===== src/verilog/pmc_pkg.sv =====
// constants, field layouts and state types of the power-managed clock controller
// assumes a 200 MHz controller clock; all counts are in cycles of that clock
package pmc_pkg;

  // ---------------------------------------------------------------
  // register map (byte addresses on the apb bus)
  // ---------------------------------------------------------------
  localparam int unsigned ADDR_W         = 8;
  localparam logic [7:0]  OSC_CTRL_ADDR  = 8'h00;
  localparam logic [7:0]  TMR_CTRL_ADDR  = 8'h04;
  localparam logic [7:0]  MODE_STAT_ADDR = 8'h08;

  // ---------------------------------------------------------------
  // field positions
  // ---------------------------------------------------------------
  localparam int unsigned IDLE_EN_BIT    = 7;
  localparam int unsigned PRI_FLAG_BIT   = 3;
  localparam int unsigned SEL_LSB        = 0;
  localparam int unsigned SEC_FLAG_BIT   = 6;
  localparam int unsigned SEC_EN_BIT     = 3;
  localparam int unsigned STAT_SRC_LSB   = 4;

  // ---------------------------------------------------------------
  // clock select encodings and reset values
  // ---------------------------------------------------------------
  localparam logic [1:0] SEL_PRI        = 2'h2;
  localparam logic [1:0] SEL_SEC        = 2'h1;
  localparam logic [1:0] SEL_INT        = 2'h3;
  localparam logic [1:0] SEL_RESET      = SEL_PRI;
  localparam logic       IDLE_EN_RESET  = 1'b0;
  localparam logic       SEC_EN_RESET   = 1'b0;

  // ---------------------------------------------------------------
  // timing
  // ---------------------------------------------------------------
  localparam int unsigned CNT_W          = 16;
  localparam int unsigned CLK_PERIOD_NS  = 5;
  localparam int unsigned CPU_READY_NS   = 100;
  localparam int unsigned CPU_READY_CYC  = (CPU_READY_NS + CLK_PERIOD_NS - 1) / CLK_PERIOD_NS;
  localparam int unsigned SWITCH_OLD_CYC = 2;
  localparam int unsigned SWITCH_NEW_CYC = 4;
  localparam int unsigned SWITCH_CYC     = SWITCH_OLD_CYC + SWITCH_NEW_CYC;

  // ---------------------------------------------------------------
  // types
  // ---------------------------------------------------------------
  typedef enum logic [1:0] {SRC_NONE, SRC_PRI, SRC_SEC, SRC_INT} pmc_src_type;

  typedef enum logic [2:0] {
    ST_BOOT, ST_RUN, ST_SWITCH, ST_IDLE, ST_SLEEP, ST_WAKE, ST_READY
  } pmc_state_type;

endpackage


===== src/verilog/pmc_cnt_if.sv =====
// start/len request and busy/done answer between controller and delay counter
// assumes both ends share one clock
`timescale 1ns/1ps
interface pmc_cnt_if;
  import pmc_pkg::*;
  logic             start;
  logic [CNT_W-1:0] len;
  logic             busy;
  logic             done;
  modport ctrl (output start, output len, input busy, input done);
  modport cnt  (input start, input len, output busy, output done);
endinterface


===== src/verilog/pmc_delay_cnt.sv =====
// one-shot delay counter: done rises len cycles after the start edge
// assumes len is at least one and start is a one-cycle request
`timescale 1ns/1ps
module pmc_delay_cnt
  import pmc_pkg::*;
(
  // clock and reset
  input  wire logic ref_clk_i,
  input  wire logic reset_n_i,
  input  wire logic ce_i,
  // request side
  pmc_cnt_if.cnt    cnt
);

  typedef struct packed {
    logic             busy;
    logic [CNT_W-1:0] count;
  } pmc_cnt_state_type;

  pmc_cnt_state_type cs_q;
  pmc_cnt_state_type cs_d;

  always_comb begin
    cs_d = cs_q;
    if (ce_i) begin
      if (cnt.start) begin
        cs_d.busy  = 1'b1;
        cs_d.count = cnt.len - CNT_W'(1);
      end else if (cs_q.busy) begin
        if (cs_q.count == '0) begin
          cs_d.busy = 1'b0;
        end else begin
          cs_d.count = cs_q.count - CNT_W'(1);
        end
      end
    end
  end

  always_ff @(posedge ref_clk_i or negedge reset_n_i) begin
    if (!reset_n_i) begin
      cs_q <= '0;
    end else begin
      cs_q <= cs_d;
    end
  end

  assign cnt.busy = cs_q.busy;
  assign cnt.done = cs_q.busy && (cs_q.count == '0);

endmodule // pmc_delay_cnt


===== src/verilog/pmc_top.sv =====
// power-managed clock mode controller: run, idle and sleep sequencing with apb registers
// assumes oscillator ready levels and cpu events are synchronous to ref_clk_i
//
// How it works
// after reset run on primary, flag set; with two_speed_en_i the code starts on internal, flag clear
// select 01 moves clocks to secondary
// secondary disabled blocks secondary run entry
// secondary enabled not running holds clocks
// secondary to primary waits primary ready
// select 11 moves clocks to internal
// internal to primary waits primary ready
// internal stays on with watchdog or monitor
// switches and wakes keep select bits
// sleep stops source, clears all flags
// watchdog and secondary enable keep oscillators
// sleep wake waits source or internal
// idle stops cpu, keeps peripherals, flags
// idle exits on wake, then ready delay
// watchdog timeout wakes instead of resetting
// primary idle keeps primary and flag
// primary idle wake resumes on primary
// secondary idle shuts primary, sets secondary
// secondary idle refused if disabled
// internal idle shuts primary, clears flag
// idle wake keeps peripheral clock source
// switch takes old plus new cycles
// idle enable bit7, select bits 1:0
// no flag means internal oscillator
// cpu ready delay is a parameter
`timescale 1ns/1ps
module pmc_top
  import pmc_pkg::*;
#(
  parameter int unsigned READY_CYC  = CPU_READY_CYC,
  parameter int unsigned SWITCH_LEN = SWITCH_CYC
) (
  // clock, reset, enable
  input  wire logic              ref_clk_i,
  input  wire logic              reset_n_i,
  input  wire logic              ce_i,
  // apb slave
  input  wire logic              psel_i,
  input  wire logic              penable_i,
  input  wire logic              pwrite_i,
  input  wire logic [ADDR_W-1:0] paddr_i,
  input  wire logic [31:0]       pwdata_i,
  output logic [31:0]            prdata_o,
  output logic                   pready_o,
  output logic                   pslverr_o,
  // cpu events and configuration
  input  wire logic              sleep_req_i,
  input  wire logic              wake_irq_i,
  input  wire logic              wdt_timeout_i,
  input  wire logic              wdt_en_i,
  input  wire logic              fscm_en_i,
  input  wire logic              two_speed_en_i,
  // oscillator status
  input  wire logic              primary_ready_i,
  input  wire logic              secondary_running_i,
  // clock control outputs
  output logic                   cpu_clk_en_o,
  output logic                   periph_clk_en_o,
  output logic [1:0]             clk_src_o,
  output logic                   primary_osc_en_o,
  output logic                   secondary_osc_en_o,
  output logic                   internal_osc_en_o,
  output logic                   primary_clock_active_flag_o,
  output logic                   secondary_clock_active_flag_o,
  output logic                   wdt_reset_o
);

  // ---------------------------------------------------------------
  // state
  // ---------------------------------------------------------------
  typedef struct packed {
    pmc_state_type st;
    pmc_src_type   src;
    pmc_src_type   sw_tgt;
    logic          idle_pend;
    logic [1:0]    clock_select_field;
    logic          idle_enable_bit;
    logic          secondary_osc_enable_bit;
    logic [31:0]   prdata;
    logic          pready;
    logic          pslverr;
    logic          cpu_clk_en;
    logic          periph_clk_en;
    logic [1:0]    clk_src;
    logic          pri_osc_en;
    logic          sec_osc_en;
    logic          int_osc_en;
    logic          pri_flag;
    logic          sec_flag;
    logic          wdt_rst;
  } pmc_top_state_type;

  pmc_top_state_type cs_q;
  pmc_top_state_type cs_d;
  pmc_src_type       tgt;
  logic              hit;
  logic              hold;
  logic [31:0]       rd;

  pmc_cnt_if cnt ();
  pmc_delay_cnt u_delay (
    .ref_clk_i (ref_clk_i),
    .reset_n_i (reset_n_i),
    .ce_i      (ce_i),
    .cnt       (cnt.cnt)
  );

  function automatic pmc_src_type sel_to_src(input logic [1:0] sel);
    case (sel)
      SEL_PRI: sel_to_src = SRC_PRI;
      SEL_SEC: sel_to_src = SRC_SEC;
      default: sel_to_src = SRC_INT; // 00 and 11 both pick the internal oscillator
    endcase
  endfunction

  function automatic logic src_ready(input pmc_src_type s, input logic sec_en,
                                     input logic pri_rdy, input logic secondary_run_mode);
    case (s)
      SRC_PRI: src_ready = pri_rdy;
      SRC_SEC: src_ready = sec_en && secondary_run_mode;
      SRC_INT: src_ready = 1'b1;
      default: src_ready = 1'b0;
    endcase
  endfunction

  // ---------------------------------------------------------------
  // next state
  // ---------------------------------------------------------------
  always_comb begin
    cs_d      = cs_q;
    cnt.start = 1'b0;
    cnt.len   = '0;
    tgt       = sel_to_src(cs_q.clock_select_field);
    hit       = (paddr_i == OSC_CTRL_ADDR) || (paddr_i == TMR_CTRL_ADDR) ||
                (paddr_i == MODE_STAT_ADDR);
    rd        = '0;
    case (paddr_i)
      OSC_CTRL_ADDR: begin
        rd[IDLE_EN_BIT]         = cs_q.idle_enable_bit;
        rd[PRI_FLAG_BIT]        = cs_q.pri_flag;
        rd[SEL_LSB+1:SEL_LSB]   = cs_q.clock_select_field;
      end
      TMR_CTRL_ADDR: begin
        rd[SEC_FLAG_BIT]        = cs_q.sec_flag;
        rd[SEC_EN_BIT]          = cs_q.secondary_osc_enable_bit;
      end
      MODE_STAT_ADDR: begin
        rd[2:0]                 = cs_q.st;
        rd[STAT_SRC_LSB+1:STAT_SRC_LSB] = cs_q.src;
      end
      default: rd = '0;
    endcase
    // a switch to secondary holds off the cpu and peripheral clocks until the secondary oscillates
    hold = (cs_q.st == ST_SWITCH) && (cs_q.sw_tgt == SRC_SEC) && !secondary_running_i;

    if (ce_i) begin
      // -------------------------------------------------------------
      // apb slave: one wait-free access phase, data prepared in setup
      // -------------------------------------------------------------
      cs_d.pready  = psel_i && !penable_i;
      cs_d.pslverr = psel_i && !penable_i && !hit;
      cs_d.prdata  = (psel_i && !penable_i && !pwrite_i) ? rd : '0;
      // only software moves the select and idle bits
      if (psel_i && penable_i && cs_q.pready && pwrite_i) begin
        if (paddr_i == OSC_CTRL_ADDR) begin
          cs_d.idle_enable_bit    = pwdata_i[IDLE_EN_BIT];
          cs_d.clock_select_field = pwdata_i[SEL_LSB+1:SEL_LSB];
        end
        if (paddr_i == TMR_CTRL_ADDR) begin
          cs_d.secondary_osc_enable_bit = pwdata_i[SEC_EN_BIT];
        end
      end
      cs_d.wdt_rst = 1'b0;

      // -------------------------------------------------------------
      // mode sequencer
      // -------------------------------------------------------------
      case (cs_q.st)
        ST_BOOT: begin
          cs_d.st  = ST_RUN;
          cs_d.src = two_speed_en_i ? SRC_INT : SRC_PRI;
        end
        ST_RUN: begin
          if (wdt_timeout_i) begin
            cs_d.wdt_rst = 1'b1; // executing code, so the watchdog resets
          end else if (sleep_req_i) begin
            if (!cs_q.idle_enable_bit) begin
              cs_d.st  = ST_SLEEP;
              cs_d.src = SRC_NONE;
            end else if (tgt == SRC_SEC && !cs_q.secondary_osc_enable_bit) begin
              cs_d.st = ST_RUN;
            end else if (tgt == cs_q.src) begin
              cs_d.st = ST_IDLE;
            end else begin
              cs_d.st        = ST_SWITCH;
              cs_d.sw_tgt    = tgt;
              cs_d.idle_pend = 1'b1;
            end
          end else if (tgt != cs_q.src) begin
            if (tgt == SRC_SEC && !cs_q.secondary_osc_enable_bit) begin
              cs_d.st = ST_RUN;
            end else begin
              cs_d.st        = ST_SWITCH;
              cs_d.sw_tgt    = tgt;
              cs_d.idle_pend = 1'b0;
            end
          end
        end
        ST_SWITCH: begin
          // old source clocks until the switch count ends, held off while a secondary target is not running; an idle request meanwhile is kept
          cs_d.idle_pend = cs_q.idle_pend || (sleep_req_i && cs_q.idle_enable_bit);
          if (sleep_req_i && !cs_q.idle_enable_bit) begin
            cs_d.st  = ST_SLEEP;
            cs_d.src = SRC_NONE;
          end else if (cnt.done) begin
            cs_d.src = cs_q.sw_tgt;
            cs_d.st  = cs_d.idle_pend ? ST_IDLE : ST_RUN;
          end else if (!cnt.busy && src_ready(cs_q.sw_tgt, cs_q.secondary_osc_enable_bit,
                                              primary_ready_i, secondary_running_i)) begin
            cnt.start = 1'b1;
            cnt.len   = CNT_W'(SWITCH_LEN);
          end
        end
        ST_IDLE: begin
          if (wake_irq_i || wdt_timeout_i) begin
            cs_d.st   = ST_READY;
            cnt.start = 1'b1;
            cnt.len   = CNT_W'(READY_CYC);
          end
        end
        ST_SLEEP: begin
          if (wake_irq_i || wdt_timeout_i) begin
            if (tgt == SRC_INT || two_speed_en_i || fscm_en_i) begin
              cs_d.st   = ST_READY;
              cs_d.src  = SRC_INT;
              cnt.start = 1'b1;
              cnt.len   = CNT_W'(READY_CYC);
            end else begin
              cs_d.st     = ST_WAKE;
              cs_d.sw_tgt = tgt;
            end
          end
        end
        ST_WAKE: begin
          // unclocked until the selected source comes up
          if (src_ready(cs_q.sw_tgt, cs_q.secondary_osc_enable_bit,
                        primary_ready_i, secondary_running_i)) begin
            cs_d.st   = ST_READY;
            cs_d.src  = cs_q.sw_tgt;
            cnt.start = 1'b1;
            cnt.len   = CNT_W'(READY_CYC);
          end
        end
        ST_READY: begin
          if (cnt.done) begin
            cs_d.st = ST_RUN;
          end
        end
        default: cs_d.st = ST_BOOT;
      endcase

      // -------------------------------------------------------------
      // registered clock controls from the present state
      // -------------------------------------------------------------
      cs_d.cpu_clk_en    = (cs_q.st == ST_RUN) || ((cs_q.st == ST_SWITCH) && !hold);
      cs_d.periph_clk_en = cs_d.cpu_clk_en || (cs_q.st == ST_IDLE) || (cs_q.st == ST_READY);
      cs_d.clk_src       = cs_q.src;
      cs_d.pri_flag      = (cs_q.src == SRC_PRI);
      cs_d.sec_flag      = (cs_q.src == SRC_SEC);
      cs_d.pri_osc_en    = ((cs_q.src == SRC_PRI) && (cs_q.st != ST_SLEEP)) ||
                           (((cs_q.st == ST_SWITCH) || (cs_q.st == ST_WAKE)) &&
                            (cs_q.sw_tgt == SRC_PRI));
      cs_d.sec_osc_en    = cs_q.secondary_osc_enable_bit;
      cs_d.int_osc_en    = wdt_en_i || fscm_en_i || (cs_q.src == SRC_INT) ||
                           (cs_q.sw_tgt == SRC_INT && cs_q.st == ST_SWITCH);
    end
  end

  always_ff @(posedge ref_clk_i or negedge reset_n_i) begin
    if (!reset_n_i) begin
      cs_q                          <= '0;
      cs_q.st                       <= ST_BOOT;
      cs_q.src                      <= SRC_NONE;
      cs_q.sw_tgt                   <= SRC_NONE;
      cs_q.clock_select_field       <= SEL_RESET;
      cs_q.idle_enable_bit          <= IDLE_EN_RESET;
      cs_q.secondary_osc_enable_bit <= SEC_EN_RESET;
    end else begin
      cs_q <= cs_d;
    end
  end

  // ---------------------------------------------------------------
  // outputs
  // ---------------------------------------------------------------
  assign prdata_o                      = cs_q.prdata;
  assign pready_o                      = cs_q.pready;
  assign pslverr_o                     = cs_q.pslverr;
  assign cpu_clk_en_o                  = cs_q.cpu_clk_en;
  assign periph_clk_en_o               = cs_q.periph_clk_en;
  assign clk_src_o                     = cs_q.clk_src;
  assign primary_osc_en_o              = cs_q.pri_osc_en;
  assign secondary_osc_en_o            = cs_q.sec_osc_en;
  assign internal_osc_en_o             = cs_q.int_osc_en;
  assign primary_clock_active_flag_o   = cs_q.pri_flag;
  assign secondary_clock_active_flag_o = cs_q.sec_flag;
  assign wdt_reset_o                   = cs_q.wdt_rst;

  // ---------------------------------------------------------------
  // checks
  // ---------------------------------------------------------------
  logic [CNT_W-1:0] rdy_len_q;
  always_ff @(posedge ref_clk_i or negedge reset_n_i) begin
    if (!reset_n_i) begin
      rdy_len_q <= '0;
    end else if (ce_i) begin
      rdy_len_q <= (cs_q.st == ST_READY) ? rdy_len_q + CNT_W'(1) : '0;
    end
  end
endmodule // pmc_top


===== config.mk =====
export PLATFORM = sky130hd
export DESIGN_NAME = pmc_top
export DESIGN_NICKNAME = d
export VERILOG_FILES = /design/src/verilog/pmc_pkg.sv /design/src/verilog/pmc_cnt_if.sv /design/src/verilog/pmc_delay_cnt.sv /design/src/verilog/pmc_top.sv
export SDC_FILE = /design/constraint.sdc
export NUM_CORES = 1
export LEC_CHECK = 0
export BUFFER_PORTS_ARGS = -buffer_cell sky130_fd_sc_hd__buf_2
export CAP_MARGIN = 20
export CORE_MARGIN = 5
export CORE_UTILIZATION = 40
export CTS_CLUSTER_DIAMETER = 200
export CTS_CLUSTER_SIZE = 30
export DETAILED_ROUTE_END_ITERATION = 7
export PLACE_DENSITY = 0.69
export SLEW_MARGIN = 25
export SYNTH_ARGS = -nofsm -noshare
export SYNTH_HDL_FRONTEND = slang
export SYNTH_HIERARCHICAL = 1
export SYNTH_SLANG_ARGS = --single-unit

===== constraint.sdc =====
create_clock -name ref_clk_i -period 4.2 [get_ports ref_clk_i]
set_input_delay 0.63 -clock ref_clk_i [delete_from_list [all_inputs] [get_ports ref_clk_i]]
set_output_delay 0.63 -clock ref_clk_i [all_outputs]
set_load 0.005 [all_outputs]

==> flow_summary.ini, run 1 <==
[timing]
setup_viol = 0
final.setup.tns_ns = 0
timing.fmax_ghz = 0.2787
fin_crit_ns = 3.588
slew_headroom_pct = 52.64
finalMaxSlewViolations = 0
finClkSkew_ns = 0.007977
period_share_pct = 85.44
rsz0062_at_grt = no
finalHoldViolations = 0
worstMarginPinSlew_ns = 0.7104

[setup_path]
crit_top_cell = buf_4
crit_type = register to register
max_stage_delay_ns = 0.43
r2r_slack_ns = 0.61
reg2reg_from = u_delay/cs_q[0]$_DFFE_PN0P_
crit_slowest_cell = or3_4
critical_path.startpoint_type = register
cp-end-kind = register
cp_data_required_time_ns = 4.38
path_max_fanout = 21
crit_chain = inv_1 -> ha_1 -> nor4b_1 -> buf_4 -> nand4_1 -> nor2_1 -> or3_4 -> nor4b_4 -> o21bai_2 -> buf_4 -> o21ai_0 -> a31o_2 -> a221oi_1 -> a21oi_1
r2r_end = u_delay/cs_q[0]$_DFFE_PN0P_
reg2regPathDepth = 14
critical_path_arrival_ns = 3.77

[power]
seqPwrFrac_pct = 38.8
p_switching_uw = 941.6
switching_share_pct = 45.43
pwr_density_cell_nw_per_um2 = 516.3
p_comb_share_pct = 47.1
irDropWorstVdd_v = 0.0001618
power.leakage_nw = 1.798
clockPowerShare_pct = 14.0
internal_power_mw = 1.131

[yosys]
ys_types = 69
ys_seq_elements = 49
synth-xor-area-share_pct = 3.390
synthCells = 422
synth_edf_count = 0
ys.flop_type = dfrtp_1
synthSimpleGateAreaFrac_pct = 24.70
synth_compound_area_share_pct = 20.13
synthMuxAreaShare_pct = 3.874
synthArstFlopShare_pct = 100.0
ys_warn_count = 6
synth_area_um2 = 3617
ys_seq_area_share_pct = 33.93
synth_top_family_by_area = simple AND/OR/NAND/NOR gates
avgSynthCellArea_um2 = 8.572
synth_fa_ha_area_share_pct = 2.075

[floorplanning]
initial_core_util_pct = 41.28
die_x_um = 105.1
die_area_um2 = 11050
io_pins = 98
core_area_um2 = 8763
fp.dieH_um = 105.1
row_count = 34

[layout]
area_growth_syn_to_layout_pct = 11.00
antenna_cells = 0
drive_gt1_share_pct = 16.43
fin_nets = 552
final_common_cell = conb_1
final_cell_mix = conb_1 (67), dfrtp_1 (48), buf_2 (44), nor2_1 (38), a21oi_1 (27)
fin_util_pct = 45.82

[grt]
grt-ovfl-total = 0
grt_usage_pct = 15.49
grt_pass1_vias = 3005
grt_pass1_wl_um = 14560
grt_max_degree = 50
antenna_found_initial = 0

[clock_network]
cts.sinks = 49
numCtsBuffers = 5
cts-hold-fix-buffers = 0
clk_pin_slew_ns = 0.10
cts_tree = built
clk_path_buf_depth = 2
clock-root-buffer = clkbuf_8
cts_resized = 0
post_cts_buffers = 0
htreeDepth = 2
clk_latency_ns = 0.31

[run]
cap_violations = 0

[routing]
drcViolationCount = 0
vias_per_cell = 5.426
ant_nets = 0
num_vias = 3261
routed_wl_um = 8568
wl_per_cell_um = 14.26
firstDrtPassIters = 5
first_iter_violations = 167

[min_path]
hold_path.class = input port to asynchronous set/reset pin

[place]
hpwlAfterDp_um = 6372
numPortBuffers = 45
routabilityCongestion = 0.8683

[status]
status = finished, final reports clean
## critical path, delay by kind of cell (launching register included)
family	cells	cell delay (ns)
buffers and inverters	3	0.55
and+or+nand+nor	5	1.19
adders and majority gates	1	0.23
AOI/OAI and AO/OA	5	1.11
DFF	1	0.37
## area by class of cell
class | instances | area (um2)
Tap cell | 108 | 135.1
Inverter | 19 | 71.32
Timing Repair Buffer | 51 | 272.8
Fill cell | 880 | 4748
Sequential cell | 49 | 1227
Clock inverter | 3 | 25.02
Multi-Input combinational cell | 366 | 2215
Clock buffer | 5 | 68.82
## how the worst max path moves through the flow
stage                                      startpoint                     endpoint  slack [ns]  depth (start not counted)
after floorplan           u_delay/cs_q[0]$_DFFE_PN0P_  u_delay/cs_q[3]$_DFFE_PN0P_        1.08                         15
after global placement    u_delay/cs_q[0]$_DFFE_PN0P_  u_delay/cs_q[0]$_DFFE_PN0P_        0.70                         14
after detailed placement  u_delay/cs_q[0]$_DFFE_PN0P_  u_delay/cs_q[0]$_DFFE_PN0P_        0.64                         14
after CTS                 u_delay/cs_q[0]$_DFFE_PN0P_  u_delay/cs_q[0]$_DFFE_PN0P_        0.63                         14
after global routing             cs_q[54]$_DFFE_PN0P_  u_delay/cs_q[0]$_DFFE_PN0P_        0.35                         11
final                     u_delay/cs_q[0]$_DFFE_PN0P_  u_delay/cs_q[0]$_DFFE_PN0P_        0.61                         14
## sequential cells by signal (all words and copies together), names as in the netlist, 2 cells and up
signal	flops
prdata_o	8
u_delay/cs_q	16
cs_q	12
clk_src_o	2
## layer usage
layer / up-vias / global-route usage (%) / routed length [um]
li1: 1587 / - / -
met1: 1537 / 20.11 / 3686
met2: 126 / 26.12 / 4156
met3: 11 / 3.391 / 632
met4: 0 / 4.018 / 93
met5: - / 0 / 0
## synth_stat cells (7+ instances only)
cell type  count  area, um2
nand4_1        9      56.30
xnor2_1        8      70.07
nand2_1       24      90.09
nor3_1        16      80.08
clkbuf_1       9      33.78
inv_1         18      67.56
nand3_1       14      70.07
nor4_1         9      56.30
dfrtp_1       48       1201
buf_4         35      262.8
o21ai_1        7      35.03
o21ai_0       25      125.1
nor2_1        38      142.6
a21oi_1       27      135.1
## power by group through the flow
stage / Combinational, mW / Clock, mW / Sequential, mW
after detailed placement: 0.963 / 0 / 0.807
after global placement: 0.947 / 0 / 0.803
after global routing: 1.10 / 0.323 / 0.834
after floorplan: 0.829 / 0 / 0.715
after CTS: 0.967 / 0.303 / 0.800
final: 0.977 / 0.291 / 0.805
## kinds of logic after synthesis
| family | count (synthesis) |
|---|---|
| xor gates and xnor gates | 14 |
| adders and majority gates | 6 |
| and+or+nand+nor | 154 |
| muxes | 13 |
| buffers and inverters | 73 |
| DFF | 49 |
| other | 1 |
| AOI/OAI and AO/OA | 112 |
## per-stage QoR
step | cell area (um2) | power [mW] | setup slack [ns] | std cells | hold WS (ns)
finish | 4015 | 2.073 | 0.6116 | 601 | 0.3263
global route | 4015 | 2.252 | 0.3520 | 601 | 0.3740
CTS | 4015 | 2.071 | 0.6298 | 601 | 0.3537
detailed placement | 3921 | 1.770 | 0.6436 | 593 | 0.4706
global placement | 3919 | 1.750 | 0.7011 | 593 | 0.4636
floorplan | 3865 | 1.545 | 1.078 | 488 | 0.3344
Note: power is estimated with default switching activity, not from simulation.
==> run 2: changes to the inputs <==
Settings changed: ABC_CLOCK_PERIOD_IN_PS set to 4200, CORE_MARGIN 5 to unset.
==> run 2 against run 1 <==
  * Critical path depth did not move
  * Sequential share of layout area rose by 0.13 points
  * Final cell count fell by 0.33%
  * Register-to-register slack worse by 0.04 ns
  * Final area is 0.44% lower
  * Global-route usage increased by 2.9 points
  * Clock-buffer cell count unchanged
  * Utilization barely moved
  * Via count is 1.4% lower
  * Largest power group unchanged
==> flow_summary.ini, run 2 (synthesized netlist as in run 1, its figures left out) <==
[status]
status = finished, final reports clean

[setup_path]
critical_path.startpoint_type = register
cp-end-kind = register
crit_slowest_cell = or3_4
crit_type = register to register
cp_data_required_time_ns = 4.38
path_max_fanout = 21
max_stage_delay_ns = 0.43
crit_chain = inv_1 -> ha_1 -> nor4b_1 -> buf_4 -> nand4_1 -> nor2_1 -> or3_4 -> nor4b_4 -> o21bai_2 -> buf_4 -> o21ai_0 -> a31o_2 -> o21ai_0 -> o21ai_0
crit_top_cell = o21ai_0
critical_path_arrival_ns = 3.81

[layout]
top_register = u_delay/cs_q
area_growth_syn_to_layout_pct = 10.52
final_common_cell = conb_1
nFillCells = 874
fin_util_pct = 45.84
largest_reg_flops = 16
drive_gt1_share_pct = 16.09
antenna_cells = 0
multiInputGateArea_um2 = 2215
final-seq-area_um2 = 1227
fin_nets = 550
final_cell_mix = conb_1 (67), dfrtp_1 (48), buf_2 (44), nor2_1 (38), a21oi_1 (27)

[routing]
firstDrtPassIters = 5
drcViolationCount = 0
first_iter_violations = 112
wl_per_cell_um = 13.98
num_vias = 3215
ant_nets = 0
vias_per_cell = 5.367
routed_wl_um = 8376

[floorplanning]
initial_core_util_pct = 41.48
die_area_um2 = 9427
row_count = 34
io_pins = 98
die_x_um = 97.10
core_area_um2 = 8721
fp.dieH_um = 97.10

[clock_network]
htreeDepth = 2
clk_path_buf_depth = 2
numCtsBuffers = 5
post_cts_buffers = 0
cts-hold-fix-buffers = 0
cts.sinks = 49
clk_pin_slew_ns = 0.10
clock-root-buffer = clkbuf_8
clk_latency_ns = 0.32
cts_tree = built
cts_resized = 0

[power]
power.leakage_nw = 1.791
switching_share_pct = 45.43
p_switching_uw = 932.5
irDropWorstVdd_v = 0.0002271
seqPwrFrac_pct = 40.5
p_comb_share_pct = 45.5
internal_power_mw = 1.120
pwr_density_cell_nw_per_um2 = 513.5
clockPowerShare_pct = 14.0

[timing]
finalHoldViolations = 0
final.setup.tns_ns = 0
finClkSkew_ns = 0.01162
setup_viol = 0
period_share_pct = 86.44
rsz0062_at_grt = no
fin_ws_ns = 0.5695
worstMarginPinSlew_ns = 0.6566
timing.fmax_ghz = 0.2754
slew_headroom_pct = 56.23
finalMaxSlewViolations = 0
fin_crit_ns = 3.631

[grt]
grt-ovfl-total = 0
grt_max_degree = 50
grt_pass1_vias = 3028
grt_usage_pct = 18.38
grt_pass1_wl_um = 14190
antenna_found_initial = 0

[run]
cap_violations = 0

[place]
routabilityCongestion = 0.9125
post-place-ws_ns = 0.6160
hpwlAfterDp_um = 6134
numPortBuffers = 45

[min_path]
hold_path.class = input port to asynchronous set/reset pin
## run 2: changes by cell type in the layout (fill, tap and decap cells not counted)
cell        delta
clkinvlp_4     -1
clkinv_2       +1
buf_4          -2
clkinv_4       +1
inv_6          -1
## run 2: power groups by stage
stage / Clock (mW) / Combinational (mW) / Sequential [mW]
after floorplan: 0 / 0.829 / 0.715
after global placement: 0 / 0.906 / 0.832
after detailed placement: 0 / 0.924 / 0.834
after CTS: 0.300 / 0.927 / 0.825
after global routing: 0.317 / 1.06 / 0.860
final: 0.287 / 0.935 / 0.831
## run 2: area by class of cell
class / instances / share of cell area (%)
Multi-Input combinational cell: 366 / 55.40
Sequential cell: 49 / 30.70
Timing Repair Buffer: 49 / 6.448
Tap cell: 108 / 3.380
Inverter: 19 / 1.784
Clock buffer: 5 / 1.721
Clock inverter: 3 / 0.5634
## run 2: stage by stage
step                power, mW  instances  cell area, um2  hold WS, ns
global placement        1.739        591            3904       0.4608
floorplan               1.545        488            3865       0.3344
finish                  2.053        599            3998       0.3232
global route            2.239        599            3998       0.3701
CTS                     2.052        599            3998       0.3462
detailed placement      1.758        591            3906       0.4656
## run 2: critical path: cells and delay by family (launching register included)
| family | cells | cell delay (ns) |
|---|---|---|
| DFF | 1 | 0.37 |
| and+or+nand+nor | 5 | 1.19 |
| AOI/OAI and AO/OA | 5 | 1.14 |
| adders and majority gates | 1 | 0.24 |
| buffers and inverters | 3 | 0.55 |
## run 2: final timing paths
path	start	end	slack, ns	cells past startpoint
worst max-delay path	u_delay/cs_q[0]$_DFFE_PN0P_	u_delay/cs_q[13]$_DFFE_PN0P_	0.57	14
worst min-delay path	reset_n_i	prdata_o[0]$_DFFE_PN0P_	0.32	1
worst max register to register	u_delay/cs_q[0]$_DFFE_PN0P_	u_delay/cs_q[13]$_DFFE_PN0P_	0.57	14
worst min register to register	prdata_o[3]$_DFFE_PN0P_	prdata_o[3]$_DFFE_PN0P_	0.49	2
max in group asynchronous	reset_n_i	clk_src_o[1]$_DFFE_PN0P_	3.44	1
min in group ref_clk_i	prdata_o[3]$_DFFE_PN0P_	prdata_o[3]$_DFFE_PN0P_	0.49	2
## run 2: layer usage
layer,wire length (um),global-route usage (%),vias to the layer above
met5,0,0,-
met4,143,7.118,0
met3,529,2.662,15
met2,4070,30.93,111
met1,3632,23.79,1505
li1,-,-,1584
==> run 3: changes to the inputs <==
Settings changed: CORE_UTILIZATION 40 to 35, PLACE_DENSITY 0.69 to 0.62.
==> run 3 against run 2 <==
  * Total power rose by 4.7%
  * Final area rose by 2.3%
  * Maximum frequency rose by 0.10%
  * Register-to-register slack barely moved
  * Hold slack improved by 0.11 ns
  * Combinational power rose by 9%
  * Sequential power fell by 6.0%
  * Critical endpoint is now u_delay/cs_q[0]$_DFFE_PN0P_
  * Sequential share of layout area fell by 0.69 points
  * Utilization fell by 4.6 points
==> flow_summary.ini, run 3 (synthesized netlist as in run 1, its figures left out) <==
[timing]
setup_viol = 0
rsz0062_at_grt = no
timing.fmax_ghz = 0.2757
worstMarginPinSlew_ns = 0.6089
finalHoldViolations = 0
final.setup.tns_ns = 0
period_share_pct = 86.35
finalMaxSlewViolations = 0
slew_headroom_pct = 59.25
fin_crit_ns = 3.627
whs_ns = 0.4291
finClkSkew_ns = 0.005342

[layout]
antenna_cells = 0
fin_util_pct = 41.26
area_growth_syn_to_layout_pct = 13.04
drive_gt1_share_pct = 16.73
fin_nets = 555
top_register = u_delay/cs_q
largest_reg_flops = 16
final_common_cell = conb_1
stdcell_count = 629
final_cell_mix = conb_1 (67), dfrtp_1 (48), buf_2 (45), nor2_1 (38), a21oi_1 (27)

[floorplanning]
io_pins = 98
die_area_um2 = 10750
initial_core_util_pct = 36.50
fp.dieH_um = 103.7
row_count = 36
die_x_um = 103.7
core_area_um2 = 9910

[place]
numPortBuffers = 45
hpwlAfterDp_um = 6539
routabilityCongestion = 0.8620
placed_cells = 621

[clock_network]
clk_latency_ns = 0.29
numCtsBuffers = 5
cts_tree = built
cts-hold-fix-buffers = 0
post_cts_buffers = 0
clk_path_buf_depth = 2
cts.sinks = 49
htreeDepth = 2
clk_pin_slew_ns = 0.09
cts_resized = 0
clock-root-buffer = clkbuf_8

[power]
irDropWorstVdd_v = 0.0001902
pwr_density_cell_nw_per_um2 = 525.5
total_power_mw = 2.149
power.leakage_nw = 1.825

[grt]
grt_use_met2_pct = 26.89
grt_max_degree = 50
grt_pass1_vias = 2951
use_met3_pct = 2.329
antenna_found_initial = 0
grtUsageMet1_pct = 23.38
grt-ovfl-total = 0
grt_pass1_wl_um = 14700
busiest_layer = met2
grt_usage_pct = 16.50

[setup_path]
reg2regPathDepth = 14
crit_chain = inv_1 -> ha_1 -> nor4b_1 -> buf_4 -> nand4_1 -> nor2_1 -> or3_4 -> nor4b_4 -> o21bai_2 -> buf_4 -> o21ai_0 -> a31o_2 -> a221oi_1 -> a21oi_1
r2r_end = u_delay/cs_q[0]$_DFFE_PN0P_
r2r_slack_ns = 0.57
cp-end-kind = register
critical_path.startpoint_type = register
crit_slowest_cell = or3_4
critical_path_arrival_ns = 3.80
cp_data_required_time_ns = 4.37
cp.depth = 14
crit_type = register to register
crit_family = simple AND/OR/NAND/NOR gates
path_max_fanout = 21
critPathBufInv = 3
crit_start = u_delay/cs_q[0]$_DFFE_PN0P_
max_stage_delay_ns = 0.43
crit_path_end = u_delay/cs_q[0]$_DFFE_PN0P_
reg2reg_from = u_delay/cs_q[0]$_DFFE_PN0P_
crit_top_cell = buf_4

[routing]
first_iter_violations = 181
wl_per_cell_um = 13.93
ant_nets = 0
firstDrtPassIters = 6
routed_wl_um = 8765
drcViolationCount = 0
num_vias = 3235
vias_per_cell = 5.143

[run]
cap_violations = 0

[min_path]
hold_path.class = input port to asynchronous set/reset pin

[status]
status = finished, final reports clean
==> run 3: worst min path at each step <==
stage	to
detailed placement	pslverr_o$_DFFE_PN0P_
floorplan	clk_src_o[0]$_DFFE_PN0P_
CTS	u_delay/cs_q[12]$_DFFE_PN0P_
global placement	pslverr_o$_DFFE_PN0P_
global route	cs_q[46]$_DFFE_PN0P_
finish	cs_q[45]$_DFFE_PN0P_
==> run 3: power by group <==
part / internal [mW] / switching (mW) / leakage (nW) / total (mW)
Clock: 0.194 / 0.155 / 0.0585 / 0.350
Sequential: 0.609 / 0.172 / 0.618 / 0.781
Combinational: 0.414 / 0.605 / 1.15 / 1.02
==> run 3: final cells by class <==
cell class,instances,area (um2)
fillers,1028,5821
multi-input cells,366,2215
flip-flops and latches,49,1227
repair buffers,54,292.8
well taps,133,166.4
clock buffers,7,86.33
inverters,19,71.32
clock inverters,1,30.03
==> run 3: metrics by stage <==
stage	area (um2)	setup WS [ns]
after global routing	4089	0.2350
after detailed placement	3973	0.6265
after floorplan	3865	1.078
final	4089	0.5732
after global placement	3973	0.6692
after CTS	4089	0.6113
==> run 3: routing by layer <==
layer  routed length (um)  part of all wire (%)  vias to the layer above
met5                    0                     0                        -
met4                   57                  0.65                        0
met3                  440                   5.0                        6
met2                 4138                    47                      103
met1                 4129                    47                     1529
li1                     -                     -                     1597
